<file path="config.mk">
export PLATFORM = sky130hd
export DESIGN_NAME = ubrs_uart
export DESIGN_NICKNAME = d
export VERILOG_FILES = /design/src/ubrs_pkg.sv /design/src/ubrs_uart.sv
export SDC_FILE = /design/constraint.sdc
export NUM_CORES = 1
export LEC_CHECK = 0
export ABC_AREA = 1
export CAP_MARGIN = 5
export CORE_MARGIN = 1.5
export CORE_UTILIZATION = 48
export DETAILED_ROUTE_END_ITERATION = 8
export DONT_BUFFER_PORTS = 1
export PLACE_DENSITY_LB_ADDON = 0.05
export SLEW_MARGIN = 20
export SYNTH_ARGS = -nofsm -noshare
export SYNTH_HDL_FRONTEND = slang
export SYNTH_SLANG_ARGS = --single-unit
</file>
<file path="constraint.sdc">
create_clock -name clock -period 8.3 [get_ports clock]
set_input_delay 1.66 -clock clock [delete_from_list [all_inputs] [get_ports clock]]
set_output_delay 1.66 -clock clock [all_outputs]
set_load 0.05 [all_outputs]
</file>
<file path="src/ubrs_pkg.sv">
package ubrs_pkg;

    // Register byte offsets
    localparam logic [7:0] OFF_CTRL      = 8'h00;
    localparam logic [7:0] OFF_DEGLITCH  = 8'h04;
    localparam logic [7:0] OFF_PRESCALE  = 8'h08;
    localparam logic [7:0] OFF_MOD       = 8'h0c;
    localparam logic [7:0] OFF_STATUS    = 8'h10;
    localparam logic [7:0] OFF_RXBUF     = 8'h14;
    localparam logic [7:0] OFF_TXBUF     = 8'h18;

    // Control word fields
    localparam int CTRL_SWRST_BIT = 0;
    localparam int CTRL_TXADDR_BIT = 2;
    localparam int CTRL_MODE_LSB   = 9;
    localparam int CTRL_PSEL_BIT   = 14;
    localparam int CTRL_PEN_BIT    = 15;

    // Modulation word fields
    localparam int MOD_OS16_BIT = 0;
    localparam int MOD_BRF_LSB  = 4;
    localparam int MOD_BRS_LSB  = 8;

    // Status word fields
    localparam int ST_LISTEN_BIT = 7;
    localparam int ST_FE_BIT     = 6;
    localparam int ST_OE_BIT     = 5;
    localparam int ST_PE_BIT     = 4;
    localparam int ST_BRK_BIT    = 3;
    localparam int ST_RXERR_BIT  = 2;
    localparam int ST_ADDR_BIT   = 1;
    localparam int ST_BUSY_BIT   = 0;

    // Reset values
    localparam logic [15:0] CTRL_RST     = 16'h0001;
    localparam logic [1:0]  DEGLITCH_RST = 2'h3;
    localparam logic [15:0] PRESCALE_RST = 16'h0000;
    localparam logic [15:0] MOD_RST      = 16'h0000;
    localparam logic [7:0]  STATUS_RST   = 8'h00;

    // Asynchronous modes
    localparam logic [1:0] MODE_PLAIN    = 2'h0;
    localparam logic [1:0] MODE_IDLE     = 2'h1;
    localparam logic [1:0] MODE_ADDR     = 2'h2;
    localparam logic [1:0] MODE_AUTOBAUD = 2'h3;

    // Timing
    localparam int CLK_PERIOD_NS = 5;
    localparam int GLITCH0_NS    = 2;
    localparam int GLITCH1_NS    = 50;
    localparam int GLITCH2_NS    = 100;
    localparam int GLITCH3_NS    = 200;
    localparam int GLITCH0_CYC   = (GLITCH0_NS + CLK_PERIOD_NS - 1) / CLK_PERIOD_NS;
    localparam int GLITCH1_CYC   = (GLITCH1_NS + CLK_PERIOD_NS - 1) / CLK_PERIOD_NS;
    localparam int GLITCH2_CYC   = (GLITCH2_NS + CLK_PERIOD_NS - 1) / CLK_PERIOD_NS;
    localparam int GLITCH3_CYC   = (GLITCH3_NS + CLK_PERIOD_NS - 1) / CLK_PERIOD_NS;
    localparam logic [3:0] IDLE_BITS = 4'ha;

    typedef struct packed {
        logic        psel;
        logic        penable;
        logic        pwrite;
        logic [7:0]  paddr;
        logic [31:0] pwdata;
    } ubrs_apb_req_t;

    typedef struct packed {
        logic        pready;
        logic        pslverr;
        logic [31:0] prdata;
    } ubrs_apb_rsp_t;

endpackage : ubrs_pkg

</file>
<file path="src/ubrs_uart.sv">
`timescale 1ns/1ps
module ubrs_uart (
    // Clock and reset
    input  wire logic                   clock,
    input  wire logic                   rst,
    // Register bus
    input  wire ubrs_pkg::ubrs_apb_req_t apb_req,
    output ubrs_pkg::ubrs_apb_rsp_t      apb_rsp,
    // Serial lines
    input  wire logic                   serial_rx_line,
    output logic                        serial_tx_line
);

    typedef enum logic [1:0] {RX_IDLE, RX_START, RX_DATA, RX_STOP} ubrs_rx_state_t;
    typedef enum logic {TX_IDLE, TX_SHIFT} ubrs_tx_state_t;

    function automatic logic [20:0] bit_len(input logic [15:0] br, input logic os,
                                            input logic [3:0] brf, input logic [7:0] brs,
                                            input logic [3:0] idx);
        logic [20:0] len;
        len = os ? ({1'b0, br, 4'h0} + {17'h0, brf}) : {5'h0, br};
        len = len + {20'h0, brs[idx[2:0]]};
        if (len == 21'h0) begin
            len = 21'h1;
        end
        return len;
    endfunction : bit_len

    function automatic logic mapped(input logic [7:0] a);
        return a == ubrs_pkg::OFF_CTRL || a == ubrs_pkg::OFF_DEGLITCH || a == ubrs_pkg::OFF_PRESCALE
            || a == ubrs_pkg::OFF_MOD || a == ubrs_pkg::OFF_STATUS || a == ubrs_pkg::OFF_RXBUF
            || a == ubrs_pkg::OFF_TXBUF;
    endfunction : mapped

    logic [15:0]    ctrl_reg;
    logic [1:0]     deglitch_time_sel_reg;
    logic [15:0]    baud_prescale_value_reg;
    logic [15:0]    mod_reg;
    logic           loopback_enable_reg;
    logic           framing_error_flag_reg, overrun_flag_reg, parity_error_flag_reg, break_detect_flag_reg;
    logic           any_receive_error_flag_reg, addr_idle_flag_reg, port_active_flag_reg, receive_int_flag_reg;
    logic [7:0]     receive_buffer_reg;
    ubrs_rx_state_t rx_state_reg;
    logic [20:0]    rx_cnt_reg;
    logic [3:0]     rx_idx_reg;
    logic [9:0]     rx_bits_reg;
    logic [3:0]     idle_bits_reg;
    logic           idle_before_reg;
    logic           filt_reg;
    logic [5:0]     glitch_cnt_reg;
    ubrs_tx_state_t tx_state_reg;
    logic [11:0]    tx_frame_reg;
    logic [3:0]     tx_idx_reg;
    logic [3:0]     tx_len_reg;
    logic [20:0]    tx_cnt_reg;

    logic        soft_reset_hold, parity_enable, oversample_enable;
    logic [1:0]  async_mode_sel;
    logic [3:0]  first_stage_mod_pattern, nbits;
    logic [7:0]  second_stage_mod_pattern;
    logic        rx_in, acc, fire, rxbuf_rd, rx_done;
    logic [9:0]  rx_mask;
    logic        fe_now, pe_now, oe_now, brk_now, flag1_now;
    logic [5:0]  glitch_cyc;
    logic [11:0] tx_frame;
    logic [31:0] rdata;

    assign soft_reset_hold          = ctrl_reg[ubrs_pkg::CTRL_SWRST_BIT];
    assign async_mode_sel           = ctrl_reg[ubrs_pkg::CTRL_MODE_LSB +: 2];
    assign parity_enable            = ctrl_reg[ubrs_pkg::CTRL_PEN_BIT];
    assign oversample_enable        = mod_reg[ubrs_pkg::MOD_OS16_BIT];
    assign first_stage_mod_pattern  = mod_reg[ubrs_pkg::MOD_BRF_LSB +: 4];
    assign second_stage_mod_pattern = mod_reg[ubrs_pkg::MOD_BRS_LSB +: 8];
    assign rx_in    = loopback_enable_reg ? serial_tx_line : serial_rx_line;
    assign acc      = apb_req.psel & apb_req.penable;
    assign fire     = acc & apb_rsp.pready;
    assign rxbuf_rd = fire & ~apb_req.pwrite & (apb_req.paddr == ubrs_pkg::OFF_RXBUF);
    // Frame length: data, optional address bit, optional parity
    assign nbits    = 4'h8 + {3'h0, async_mode_sel == ubrs_pkg::MODE_ADDR} + {3'h0, parity_enable};
    assign rx_done  = (rx_state_reg == RX_STOP) && (rx_cnt_reg == 21'h1);
    assign rx_mask  = 10'((11'h1 << nbits) - 11'h1);
    assign fe_now   = ~filt_reg;
    assign pe_now   = parity_enable && ((^(rx_bits_reg & rx_mask)) != ~ctrl_reg[ubrs_pkg::CTRL_PSEL_BIT]);
    assign oe_now   = receive_int_flag_reg & ~rxbuf_rd;
    assign brk_now  = ((rx_bits_reg & rx_mask) == 10'h0) && ~filt_reg;
    assign flag1_now = (async_mode_sel == ubrs_pkg::MODE_ADDR) ? rx_bits_reg[8]
                     : (async_mode_sel == ubrs_pkg::MODE_IDLE) & idle_before_reg;

    always_comb begin
        unique case (deglitch_time_sel_reg)
            2'h0: glitch_cyc = 6'(ubrs_pkg::GLITCH0_CYC);
            2'h1: glitch_cyc = 6'(ubrs_pkg::GLITCH1_CYC);
            2'h2: glitch_cyc = 6'(ubrs_pkg::GLITCH2_CYC);
            2'h3: glitch_cyc = 6'(ubrs_pkg::GLITCH3_CYC);
        endcase
    end

    always_comb begin
        tx_frame      = 12'hfff;
        tx_frame[0]   = 1'b0;
        tx_frame[8:1] = apb_req.pwdata[7:0];
        if (async_mode_sel == ubrs_pkg::MODE_ADDR) begin
            tx_frame[9] = ctrl_reg[ubrs_pkg::CTRL_TXADDR_BIT];
        end
        if (parity_enable) begin
            tx_frame[nbits] = ^tx_frame[8:1] ^ ((async_mode_sel == ubrs_pkg::MODE_ADDR) & tx_frame[9])
                            ^ ~ctrl_reg[ubrs_pkg::CTRL_PSEL_BIT];
        end
    end

    always_comb begin
        rdata = 32'h0;
        unique case (apb_req.paddr)
            ubrs_pkg::OFF_CTRL:     rdata[15:0] = ctrl_reg;
            ubrs_pkg::OFF_DEGLITCH: rdata[1:0]  = deglitch_time_sel_reg;
            ubrs_pkg::OFF_PRESCALE: rdata[15:0] = baud_prescale_value_reg;
            ubrs_pkg::OFF_MOD:      rdata[15:0] = {mod_reg[15:4], 3'h0, mod_reg[0]};
            ubrs_pkg::OFF_STATUS:   rdata[7:0]  = {loopback_enable_reg, framing_error_flag_reg, overrun_flag_reg,
                                                   parity_error_flag_reg & parity_enable, break_detect_flag_reg,
                                                   any_receive_error_flag_reg, addr_idle_flag_reg,
                                                   port_active_flag_reg};
            ubrs_pkg::OFF_RXBUF:    rdata[7:0]  = receive_buffer_reg;
            default:                rdata = 32'h0;
        endcase
    end

    // Bus answer: one wait state, then ready
    always_ff @(posedge clock or posedge rst) begin
        if (rst) begin
            apb_rsp <= '0;
        end else begin
            apb_rsp.pready  <= acc & ~apb_rsp.pready;
            apb_rsp.pslverr <= acc & ~apb_rsp.pready & ~mapped(apb_req.paddr);
            apb_rsp.prdata  <= (acc & ~apb_rsp.pready & ~apb_req.pwrite) ? rdata : 32'h0;
        end
    end

    // Configuration registers
    always_ff @(posedge clock or posedge rst) begin
        if (rst) begin
            ctrl_reg                <= ubrs_pkg::CTRL_RST;
            deglitch_time_sel_reg   <= ubrs_pkg::DEGLITCH_RST;
            baud_prescale_value_reg <= ubrs_pkg::PRESCALE_RST;
            mod_reg                 <= ubrs_pkg::MOD_RST;
        end else if (fire & apb_req.pwrite) begin
            unique case (apb_req.paddr)
                ubrs_pkg::OFF_CTRL:     ctrl_reg <= apb_req.pwdata[15:0];
                ubrs_pkg::OFF_DEGLITCH: deglitch_time_sel_reg <= apb_req.pwdata[1:0];
                ubrs_pkg::OFF_PRESCALE: baud_prescale_value_reg <= apb_req.pwdata[15:0];
                ubrs_pkg::OFF_MOD:      mod_reg <= {apb_req.pwdata[15:4], 3'h0, apb_req.pwdata[0]};
                default:                ;
            endcase
        end
    end

    // Receive deglitch filter
    always_ff @(posedge clock or posedge rst) begin
        if (rst) begin
            filt_reg       <= 1'b1;
            glitch_cnt_reg <= 6'h0;
        end else if (rx_in == filt_reg) begin
            glitch_cnt_reg <= 6'h0;
        end else if (glitch_cnt_reg + 6'h1 >= glitch_cyc) begin
            filt_reg       <= rx_in;
            glitch_cnt_reg <= 6'h0;
        end else begin
            glitch_cnt_reg <= glitch_cnt_reg + 6'h1;
        end
    end

    // Receiver sequencing
    always_ff @(posedge clock or posedge rst) begin
        if (rst) begin
            rx_state_reg    <= RX_IDLE;
            rx_cnt_reg      <= 21'h1;
            rx_idx_reg      <= 4'h0;
            rx_bits_reg     <= 10'h0;
            idle_bits_reg   <= 4'h0;
            idle_before_reg <= 1'b0;
        end else if (soft_reset_hold) begin
            rx_state_reg    <= RX_IDLE;
            rx_cnt_reg      <= 21'h1;
            idle_bits_reg   <= 4'h0;
            idle_before_reg <= 1'b0;
        end else begin
            rx_cnt_reg <= rx_cnt_reg - 21'h1;
            unique case (rx_state_reg)
                RX_IDLE: begin
                    if (!filt_reg) begin
                        rx_state_reg    <= RX_START;
                        rx_cnt_reg      <= (bit_len(baud_prescale_value_reg, oversample_enable,
                                            first_stage_mod_pattern, second_stage_mod_pattern, 4'h0)
                                            >> 1) | 21'h1;
                        rx_idx_reg      <= 4'h0;
                        idle_before_reg <= idle_bits_reg >= ubrs_pkg::IDLE_BITS;
                        idle_bits_reg   <= 4'h0;
                    end else if (rx_cnt_reg <= 21'h1) begin
                        rx_cnt_reg <= bit_len(baud_prescale_value_reg, oversample_enable,
                                              first_stage_mod_pattern, second_stage_mod_pattern, 4'h0);
                        if (idle_bits_reg < ubrs_pkg::IDLE_BITS) begin
                            idle_bits_reg <= idle_bits_reg + 4'h1;
                        end
                    end
                end
                RX_START, RX_DATA, RX_STOP: begin
                    if (rx_cnt_reg <= 21'h1) begin
                        rx_cnt_reg <= bit_len(baud_prescale_value_reg, oversample_enable,
                                              first_stage_mod_pattern, second_stage_mod_pattern,
                                              rx_idx_reg + 4'h1);
                        if (rx_state_reg == RX_START) begin
                            rx_state_reg <= filt_reg ? RX_IDLE : RX_DATA;
                            rx_idx_reg   <= 4'h0;
                        end else if (rx_state_reg == RX_DATA) begin
                            rx_bits_reg[rx_idx_reg] <= filt_reg;
                            rx_idx_reg              <= rx_idx_reg + 4'h1;
                            if (rx_idx_reg == nbits - 4'h1) begin
                                rx_state_reg <= RX_STOP;
                            end
                        end else begin
                            rx_state_reg <= RX_IDLE;
                        end
                    end
                end
            endcase
        end
    end

    // Receive buffer and status flags; a new event wins over a read clear
    always_ff @(posedge clock or posedge rst) begin
        if (rst) begin
            receive_buffer_reg         <= 8'h0;
            receive_int_flag_reg       <= 1'b0;
            loopback_enable_reg        <= 1'b0;
            framing_error_flag_reg     <= 1'b0;
            overrun_flag_reg           <= 1'b0;
            parity_error_flag_reg      <= 1'b0;
            break_detect_flag_reg      <= 1'b0;
            any_receive_error_flag_reg <= 1'b0;
            addr_idle_flag_reg         <= 1'b0;
        end else if (soft_reset_hold) begin
            receive_int_flag_reg       <= 1'b0;
            framing_error_flag_reg     <= 1'b0;
            overrun_flag_reg           <= 1'b0;
            parity_error_flag_reg      <= 1'b0;
            break_detect_flag_reg      <= 1'b0;
            any_receive_error_flag_reg <= 1'b0;
            addr_idle_flag_reg         <= 1'b0;
            if (fire & apb_req.pwrite & (apb_req.paddr == ubrs_pkg::OFF_STATUS)) begin
                loopback_enable_reg <= apb_req.pwdata[ubrs_pkg::ST_LISTEN_BIT];
            end
        end else if (rx_done) begin
            receive_buffer_reg         <= rx_bits_reg[7:0];
            receive_int_flag_reg       <= 1'b1;
            framing_error_flag_reg     <= fe_now;
            overrun_flag_reg           <= oe_now;
            parity_error_flag_reg      <= pe_now;
            break_detect_flag_reg      <= brk_now;
            any_receive_error_flag_reg <= fe_now | pe_now | oe_now;
            addr_idle_flag_reg         <= flag1_now;
        end else if (rxbuf_rd) begin
            receive_int_flag_reg       <= 1'b0;
            framing_error_flag_reg     <= 1'b0;
            overrun_flag_reg           <= 1'b0;
            parity_error_flag_reg      <= 1'b0;
            break_detect_flag_reg      <= 1'b0;
            any_receive_error_flag_reg <= 1'b0;
            addr_idle_flag_reg         <= 1'b0;
        end
    end

    // Transmitter
    always_ff @(posedge clock or posedge rst) begin
        if (rst) begin
            tx_state_reg   <= TX_IDLE;
            tx_frame_reg   <= 12'hfff;
            tx_idx_reg     <= 4'h0;
            tx_len_reg     <= 4'h0;
            tx_cnt_reg     <= 21'h1;
            serial_tx_line <= 1'b1;
        end else if (soft_reset_hold) begin
            tx_state_reg   <= TX_IDLE;
            serial_tx_line <= 1'b1;
        end else if (tx_state_reg == TX_IDLE) begin
            if (fire & apb_req.pwrite & (apb_req.paddr == ubrs_pkg::OFF_TXBUF)) begin
                tx_state_reg   <= TX_SHIFT;
                tx_frame_reg   <= tx_frame;
                tx_idx_reg     <= 4'h0;
                tx_len_reg     <= nbits + 4'h2;
                serial_tx_line <= 1'b0;
                tx_cnt_reg     <= bit_len(baud_prescale_value_reg, oversample_enable,
                                          first_stage_mod_pattern, second_stage_mod_pattern, 4'h0);
            end
        end else if (tx_cnt_reg <= 21'h1) begin
            if (tx_idx_reg + 4'h1 == tx_len_reg) begin
                tx_state_reg   <= TX_IDLE;
                serial_tx_line <= 1'b1;
            end else begin
                tx_idx_reg     <= tx_idx_reg + 4'h1;
                serial_tx_line <= tx_frame_reg[tx_idx_reg + 4'h1];
                tx_cnt_reg     <= bit_len(baud_prescale_value_reg, oversample_enable,
                                          first_stage_mod_pattern, second_stage_mod_pattern,
                                          tx_idx_reg + 4'h1);
            end
        end else begin
            tx_cnt_reg <= tx_cnt_reg - 21'h1;
        end
    end

    // Activity indication
    always_ff @(posedge clock or posedge rst) begin
        if (rst) begin
            port_active_flag_reg <= 1'b0;
        end else begin
            port_active_flag_reg <= (tx_state_reg != TX_IDLE) | (rx_state_reg != RX_IDLE);
        end
    end

endmodule : ubrs_uart

</file>
# After elaboration in Yosys (flattened, before gate mapping)
# Cells that the tools add are included.
[totals] reg_bits=174 latch_bits=0 ram_bits=0 mem_bits_ro=0 input_bits=46 mem_count=0
[classes] add_sub_neg=15 multipliers=0 div=0 n_lt_le_gt_ge=12 eq_ne=32 n_shift=1 muxes=86 bitwise_logic=30 n_reduce_logical=42
[op_table] operator="$mux 21" n=12
[op_table] operator="$add 21x1->21" n=3
[op_table] operator="$logic_not 21->1" n=3
[op_table] operator="$mux 4" n=13
[op_table] operator="$le 21x1->1 const B" n=2
[op_table] operator="$pmux 21 s2" n=1
[op_table] operator="$sub 21x1->21 const B" n=2
[op_table] operator="$mux 1" n=36
[op_table] operator="$pmux 6 s5" n=1
[op_table] operator="$eq 8x5->1 const B" n=3
[op_table] operator="$pmux 6 s4" n=1
[op_table] operator="$pmux 8 s3" n=1
[op_table] operator="$add 20x4->21" n=1
[op_table] operator="$eq 21x1->1 const B" n=1
[op_table] operator="$reduce_and 2->1" n=9
[op_table] operator="$eq 8x4->1 const B" n=2
[op_table] operator="$mux 16" n=1
[op_table] operator="$lt 4x5->1 const B" n=3
[op_table] operator="$and 1x1->1" n=14
[op_table] operator="$mux 2" n=7
[op_table] operator="$add 4x1->4 const B" n=3
[op_table] operator="$bwmux 12" n=1
[op_table] operator="$mux 12" n=1
[op_table] operator="$mux 6" n=2
[op_table] operator="other kinds (47)" n=95

# Logic depth before layout (Yosys ltp)
# Gate-level depths: netlist (run 1).
[depth] word_depth=13 ltp_mapped=25 mapped_depth_nobuf=24

# Worst setup path after synthesis (run 1)
# OpenSTA, ideal clock, no wires.
[synth_timing] path_type="register to register" startpoint="register rx_idx_reg[0]" endpoint="register rx_cnt_reg[0]" arrival_ps=3054 required_ps=8240 setup_slack_ps=5186 stages_incl_launch_ff=23 n_path_buf=1 period_less_slack_ps=3114 cell_sequence="dfrtp_1 clkbuf_1 inv_1 ha_1 a21oi_1 o21ai_0 o21ai_0 nor2_1 a31oi_1 ha_1 ha_1 nand2_4 nor2_4 nand2_2 nor2_1 nand2_1 xor2_1 nand3_1 nor2_1 nand2_1 a21boi_1 nand2_1 nand2_1"
[synth_between] elab_chain_cells=9
[synth_rtl] element="start, declared" line_no="ubrs_uart.sv:45" text="logic [3:0] rx_idx_reg;"
[synth_rtl] element="start signal, assigned" line_no="ubrs_uart.sv:215" text="rx_idx_reg <= rx_idx_reg + 4'h1;"
[synth_rtl] element="$add 4x1->4 *"
[synth_rtl] element="$bmux 1 s3 *" line_no="ubrs_uart.sv:22" text="len = len + {20'h0, brs[idx[2:0]]};"
[synth_rtl] element="$mux 1 (implied by the code) *" line_no="ubrs_uart.sv:22"
[synth_rtl] element="$add 21x1->21 *" line_no="ubrs_uart.sv:22"
[synth_rtl] element="$logic_not 21->1" line_no="ubrs_uart.sv:23" text="if (len == 21'h0) begin"
[synth_rtl] element="$mux 21 *" line_no="ubrs_uart.sv:23"
[synth_rtl] element="$mux 21 *" line_no="ubrs_uart.sv:206" text="if (rx_cnt_reg <= 21'h1) begin"
[synth_rtl] element="$pmux 21 s2 *" line_no="ubrs_uart.sv:187" text="unique case (rx_state_reg)"
[synth_rtl] element="$mux 21 *" line_no="ubrs_uart.sv:180" text="end else if (soft_reset_hold) begin"
[synth_rtl] element="end signal, assigned" line_no="ubrs_uart.sv:186" text="rx_cnt_reg <= rx_cnt_reg - 21'h1;"
[synth_rtl] element="end signal, assigned" line_no="ubrs_uart.sv:191" text="rx_cnt_reg <= (bit_len(baud_prescale_value_reg, oversample_enable,"
[synth_rtl] element="end signal, assigned" line_no="ubrs_uart.sv:207" text="rx_cnt_reg <= bit_len(baud_prescale_value_reg, oversample_enable,"
[synth_rtl] element="end, declared" line_no="ubrs_uart.sv:44" text="logic [20:0] rx_cnt_reg;"
# Mark *: on every way between the ends. The rest lies on a longest branch, timed or not. The select of a mux whose other input is x is not followed.
# A chain may end at the register's enable or synchronous reset.

# Worst setup path in the final report (run 1)
# Ends and elaborated chain as after synthesis.

==> results of run 1 <==
-- final timing paths --
path	startpoint	end	slack [ns]	depth (start not counted)
setup / recovery	rx_idx_reg[0]$_DFFE_PP0P_	rx_cnt_reg[0]$_DFF_PP1_	4.25	21
hold / removal	tx_frame_reg[0]$_DFFE_PP1P_	tx_frame_reg[0]$_DFFE_PP1P_	0.46	2
setup reg to reg	rx_idx_reg[0]$_DFFE_PP0P_	rx_cnt_reg[0]$_DFF_PP1_	4.25	21
hold reg to reg	tx_frame_reg[0]$_DFFE_PP1P_	tx_frame_reg[0]$_DFFE_PP1P_	0.46	2
max in group asynchronous	rst	rx_idx_reg[1]$_DFFE_PP0P_	5.70	2
min in group asynchronous	rst	tx_cnt_reg[16]$_DFFE_PP0P_	1.16	1
-- power breakdown --
part           total [mW]  internal, mW  switching (mW)  leakage [nW]
clock               0.832         0.408           0.424         0.290
sequential           1.11         0.975           0.139          2.21
combinational       0.700         0.263           0.438          3.42
total                2.65          1.65            1.00          5.93
-- stage by stage --
stage          area [um^2]  worst slack [ns]
6_report             12800              4.25
3_3_place_gp         12200              4.31
5_1_grt              12800              3.96
3_5_place_dp         12200              4.32
2_1_floorplan        12200              1.95
4_1_cts              12800              4.30
-- layout make-up --
type | instances | area [um^2] | share of cell area
Clock buffer | 18 | 429 | 0.0335
Clock inverter | 14 | 168 | 0.0131
Inverter | 183 | 697 | 0.0543
Multi-Input combinational cell | 1263 | 6700 | 0.522
Sequential cell | 174 | 4380 | 0.341
Tap cell | 324 | 405 | 0.0316
Timing Repair Buffer | 7 | 52.6 | 0.00410
-- routing by layer --
layer	routed length, um	track usage	share of wire	vias up
met5	0	0	0	-
met4	952	0.0909	0.027	0
met3	1710	0.0352	0.048	59
met2	16900	0.468	0.48	328
met1	16000	0.378	0.45	5215
li1	-	-	-	5409
-- cells in the mapped netlist (6+ instances only) --
library cell,number,share of area
o211ai_1,18,0.011
buf_4,16,0.0099
dfrtp_1,155,0.32
xor2_1,47,0.034
nand2_2,26,0.013
inv_1,169,0.052
nand2_4,13,0.012
a31oi_1,16,0.0083
ha_1,32,0.033
nor3_1,34,0.014
o21ai_0,161,0.067
nor2_1,148,0.046
nor2_4,9,0.0084
nor2_2,11,0.0057
a221oi_1,6,0.0043
inv_2,8,0.0025
nand2_1,446,0.14
o21ai_1,11,0.0046
xnor2_1,18,0.013
nand4_1,17,0.0088
clkbuf_1,37,0.011
a211oi_1,6,0.0037
o221ai_1,6,0.0043
dfstp_2,19,0.041
nand3_1,94,0.039
a21oi_1,54,0.022
buf_2,12,0.0050
o22ai_1,6,0.0031
-- critical path: cells and delay by family, from the launching register on --
family                     cells  cell delay [ns]
DFF                            1             0.61
buffers and inverters          1             0.25
adders and majority gates      3             0.96
AOI/OAI and AO/OA              5             0.72
and+or+nand+nor               11             1.25
xor gates and xnor gates       1             0.22
-- kinds of logic after synthesis --
logic type	count (synthesis)	share of synthesized area
DFF	174	0.362
buffers and inverters	253	0.0894
other	1	0.000310
muxes	1	0.000828
xor gates and xnor gates	66	0.0484
adders and majority gates	32	0.0331
AOI/OAI and AO/OA	320	0.157
and+or+nand+nor	828	0.309
==> impl_metrics.csv, run 1 <==
group,metric,value,unit
run_status,status,"finished clean",
sta,rsz0062_at_grt,"false",
final_layout,nets,1724,
drt,drt-total-wl,35500,um
final_layout,final_cell_mix,"446 x nand2_1, 168 x inv_1, 161 x o21ai_0",
sta,fmax,247,MHz
worst_setup_path,crit_required,8.69,ns
floorplan,pin_count,81,
flow_run,cap_violations,0,
drt,firstDrtPassIters,5,
worst_setup_path,end_kind,"flop",
pwr,totalPowerFinal,2.65,mW
clocking,clk_pin_slew_worst_paths,0.09,ns
clocking,htree_levels,4,
clocking,cts_sinks,174,
clocking,root_buffer,"clkbuf_16",
worst_setup_path,critPathMostFrequentCell,"nand2_1",
sta,period_needed,4.05,ns
grt,grt_pass1_wl,57000,um
final_layout,diodes,0,
place,dpl.hpwl,26700,um
floorplan,dieArea,0.0262,mm^2
worst_setup_path,cp_cell_sequence,"inv_1 > ha_1 > a21oi_1 > o21ai_0 > o21ai_0 > nor2_1 > a31oi_1 > ha_1 > ha_1 > nand2_4 > nor2_4 > nand2_2 > nor2_1 > nand2_1 > xor2_1 > nand3_1 > nor2_1 > nand2_1 > a21boi_1 > nand2_1 > nand2_1",
sta,hold_viol,0,
sta,final.setup_skew,0.0209,ns
grt,grt_pass1_vias,10500,
clocking,cts_hold_buf,0,
clocking,cts_resized,0,
worst_setup_path,crit_fanout,11,
sta,period_share,0.489,
synth,syn-mean-instance-area,7.22,um^2
synth,syn_inst,1675,
pwr,ir_drop,105,uV
drt,wl_per_cell,17.9,um
floorplan,core_area,0.0245,mm^2
floorplan,dieWidth,162,um
sta,slew_headroom,0.346,
grt,gr-total-overflow,0,
final_layout,fin_cells,1983,
clocking,clk_latency,0.45,ns
sta,fin_hold_ws,0.460,ns
synth,yosys_warnings,0,
worst_setup_path,cpMaxStageDelayCell,"dfrtp_1",
synth,synth.distinct_cells,65,
synth,synth_edf_count,0,
worst_setup_path,worstSetupPathType,"flop to flop",
worst_setup_path,crit_arrival,4.44,ns
drt,drc,0,
clocking,max-clock-path-buffers,2,
min_path,min_path_type,"flop to flop",
final_layout,layout_commonest_cell,"nand2_1",
worst_setup_path,worst_setup_path_start_kind,"flop",
drt,drtAntennaViolNets,0,
grt,grt_usage,0.280,
place,gp_congestion,0.985,
drt,num_vias,11000,
grt,grt_max_degree,110,
final_layout,synthToLayoutAreaGrowth,6.03,%
grt,antenna_found_initial,0,
worst_setup_path,cp_slowest_stage_delay,0.61,ns
synth,dominantRegCellSynth,"dfrtp_1",
sta,tns,0,ns
place,port-buffer-count,0,
drt,drt_iter0_markers,876,
sta,drv_slew,0,
floorplan,row_count,57,
place,post-place-cells,1951,
synth,synthArstFlopShare,1.00,
drt,via_per_inst,5.55,
pwr,power.density,206,mW/mm^2
floorplan,die_h,162,um
sta,setup_viol,0,
final_layout,final_util,0.523,
clocking,numCtsBuffers,17,
synth,ys_seq_area_frac,0.362,
clocking,cts_tree,"yes",
synth,syn_area,0.0121,mm^2
floorplan,initial_utilization,0.493,
final_layout,layout-drive-gt1-share,0.0922,
sta,tightestPinTransition,0.979,ns
clocking,post_cts_buffers,0,
pwr,p_leak,5.93,nW
synth,ys_ff_latch,174,
final_layout,fillCellCount,2482,
(Power assumes the default switching activity.)
==> run 2, diff against run 1 <==
==> constraint.sdc (replaced) <==
create_clock -name clock -period 4.1 [get_ports clock]
set_input_delay 0.82 -clock clock [delete_from_list [all_inputs] [get_ports clock]]
set_output_delay 0.82 -clock clock [all_outputs]
set_load 0.05 [all_outputs]
==> run 2 against run 1 <==
  * First-iteration DRC count up 0.91%
  * Critical path depth unchanged
  * Clock power is 100% higher
  * Via count down 0.46%
  * Hold slack got worse by 0.055 ns
  * Wire length grew 0.96%
  * Maximum frequency grew 13%
  * Die area stayed put
  * Cell count grew 0.55%
  * Global-route usage about the same
  * Combinational power is 100% higher
  * Largest cell class unchanged
  * Setup slack lost 3.7 ns
==> impl_metrics.csv, run 2 (synthesis gave the netlist of run 1 again) <==
group,metric,value,unit
pwr,power.density,414,mW/mm^2
floorplan,pin_count,81,
sta,final.setup_skew,0.0272,ns
clocking,cts_tree,"yes",
final_layout,final_area,0.0129,mm^2
floorplan,initial_utilization,0.493,
sta,slew_headroom,0.367,
place,gp_congestion,0.953,
pwr,switchingPower,2.01,mW
sta,tns,0,ns
sta,drv_slew,0,
grt,grt_pass1_vias,10300,
place,dpl.hpwl,27500,um
drt,firstDrtPassIters,5,
min_path,min_path_type,"primary input to async pin",
worst_setup_path,end_kind,"flop",
sta,fmax,279,MHz
floorplan,core_area,0.0245,mm^2
pwr,p_sw_frac,0.376,
grt,antenna_found_initial,0,
clocking,cts_resized,0,
worst_setup_path,worstSetupPathType,"flop to flop",
worst_setup_path,cp_cell_sequence,"inv_1 > ha_1 > a21oi_1 > o21ai_0 > o21ai_0 > nor2_1 > a31oi_1 > ha_1 > ha_1 > nand2_4 > nor2_4 > nand2_2 > nor2_1 > nand2_1 > xor2_1 > nand3_1 > nor2_1 > nand2_1 > a21boi_1 > nand2_1 > nand2_1",
clocking,root_buffer,"clkbuf_16",
floorplan,dieArea,0.0262,mm^2
final_layout,layout_commonest_cell,"nand2_1",
clocking,post_cts_buffers,0,
clocking,max-clock-path-buffers,2,
clocking,numCtsBuffers,17,
sta,setup_viol,0,
worst_setup_path,r2r_cells,21,
grt,grt_pass1_wl,56700,um
grt,gr-total-overflow,0,
drt,drt-total-wl,35900,um
clocking,htree_levels,4,
worst_setup_path,cpMaxStageDelayCell,"dfrtp_1",
sta,period_needed,3.59,ns
sta,period_share,0.876,
flow_run,cap_violations,0,
floorplan,dieWidth,162,um
place,port-buffer-count,0,
worst_setup_path,worst_setup_path_start_kind,"flop",
pwr,comb_power_share,0.268,
worst_setup_path,crit_arrival,3.97,ns
run_status,status,"finished clean",
clocking,cts_hold_buf,0,
pwr,p_seq_frac,0.420,
final_layout,nets,1735,
final_layout,synthToLayoutAreaGrowth,6.74,%
drt,drt_iter0_markers,884,
worst_setup_path,crit_required,4.48,ns
worst_setup_path,critPathMostFrequentCell,"nand2_1",
final_layout,layout-drive-gt1-share,0.0982,
clocking,clk_latency,0.45,ns
sta,tightestPinTransition,0.947,ns
final_layout,diodes,0,
final_layout,final_cell_mix,"446 x nand2_1, 168 x inv_1, 161 x o21ai_0",
pwr,ir_drop,357,uV
drt,drtAntennaViolNets,0,
place,place_area,0.0123,mm^2
worst_setup_path,r2r-end,"rx_cnt_reg[0]$_DFF_PP1_",
worst_setup_path,reg2reg_from,"rx_idx_reg[0]$_DFFE_PP0P_",
clocking,cts_sinks,174,
drt,wl_per_cell,18.0,um
pwr,pwr-share-clk,0.312,
worst_setup_path,cp_slowest_stage_delay,0.56,ns
sta,rsz0062_at_grt,"false",
sta,hold_viol,0,
pwr,p_leak,5.98,nW
drt,drc,0,
drt,via_per_inst,5.50,
pwr,p_int,3.34,mW
worst_setup_path,crit_fanout,11,
drt,num_vias,11000,
floorplan,row_count,57,
grt,grt_max_degree,137,
grt,grt_usage,0.281,
clocking,clk_pin_slew_worst_paths,0.09,ns
worst_setup_path,reg2reg_slack,0.51,ns
floorplan,die_h,162,um
pwr,totalPowerFinal,5.35,mW
==> run 2: cell count changes in the layout (fill, tap and decap cells not counted), sizes merged <==
cell,previous run,this run
buf,7,18
clkinvlp,0,1
clkinv,12,11
==> run 2: worst max-delay path: cells and delay by family (launching register included) <==
family	cells	cell delay, ns
AOI/OAI and AO/OA	5	0.59
xor gates and xnor gates	1	0.19
adders and majority gates	3	0.87
buffers and inverters	1	0.19
DFF	1	0.56
and+or+nand+nor	11	1.15
==> run 2: stage by stage <==
| stage | util | cells | worst slack (ns) | hold slack (ns) |
|---|---|---|---|---|
| after floorplan | - | 1690 | 0.986 | 0.437 |
| after global placement | 0.502 | 1962 | 0.605 | 0.447 |
| after detailed placement | 0.502 | 1962 | 0.562 | 0.455 |
| after CTS | 0.526 | 1994 | 0.526 | 0.430 |
| after global routing | 0.526 | 1994 | 0.180 | 0.454 |
| final | 0.526 | 1994 | 0.510 | 0.405 |
==> run 2: power by group through the flow <==
stage	Combinational [mW]	Clock [mW]	Sequential, mW
after global routing	1.66	1.77	2.29
final	1.43	1.67	2.25
after CTS	1.44	1.70	2.25
after detailed placement	1.43	0	2.28
after global placement	1.41	0	2.28
after floorplan	1.17	0	2.20
==> run 2: metal layers <==
| metal | global-route usage | up-vias | part of all wire | routed length [um] |
|---|---|---|---|---|
| li1 | - | 5436 | - | - |
| met1 | 0.381 | 5184 | 0.45 | 16200 |
| met2 | 0.468 | 292 | 0.48 | 17300 |
| met3 | 0.0332 | 48 | 0.042 | 1520 |
| met4 | 0.0892 | 0 | 0.024 | 861 |
| met5 | 0 | - | 0 | 0 |
==> run 2: worst max path at each step <==
stage / end / cells past startpoint / slack, ns / from
detailed placement: rx_cnt_reg[0]$_DFF_PP1_ / 21 / 0.56 / rx_idx_reg[0]$_DFFE_PP0P_
global placement: rx_cnt_reg[0]$_DFF_PP1_ / 21 / 0.60 / rx_idx_reg[0]$_DFFE_PP0P_
global route: rx_cnt_reg[0]$_DFF_PP1_ / 21 / 0.18 / rx_idx_reg[0]$_DFFE_PP0P_
CTS: rx_cnt_reg[0]$_DFF_PP1_ / 21 / 0.53 / rx_idx_reg[0]$_DFFE_PP0P_
finish: rx_cnt_reg[0]$_DFF_PP1_ / 21 / 0.51 / rx_idx_reg[0]$_DFFE_PP0P_
floorplan: rx_cnt_reg[0]$_DFF_PP1_ / 22 / 0.99 / rx_idx_reg[0]$_DFFE_PP0P_
==> run 2: final cells by class <==
| cell class | count | area, um^2 |
|---|---|---|
| fillers | 2521 | 11600 |
| multi-input cells | 1263 | 6700 |
| flip-flops and latches | 174 | 4380 |
| inverters | 183 | 693 |
| clock buffers | 18 | 429 |
| well taps | 324 | 405 |
| clock inverters | 14 | 163 |
| repair buffers | 18 | 148 |
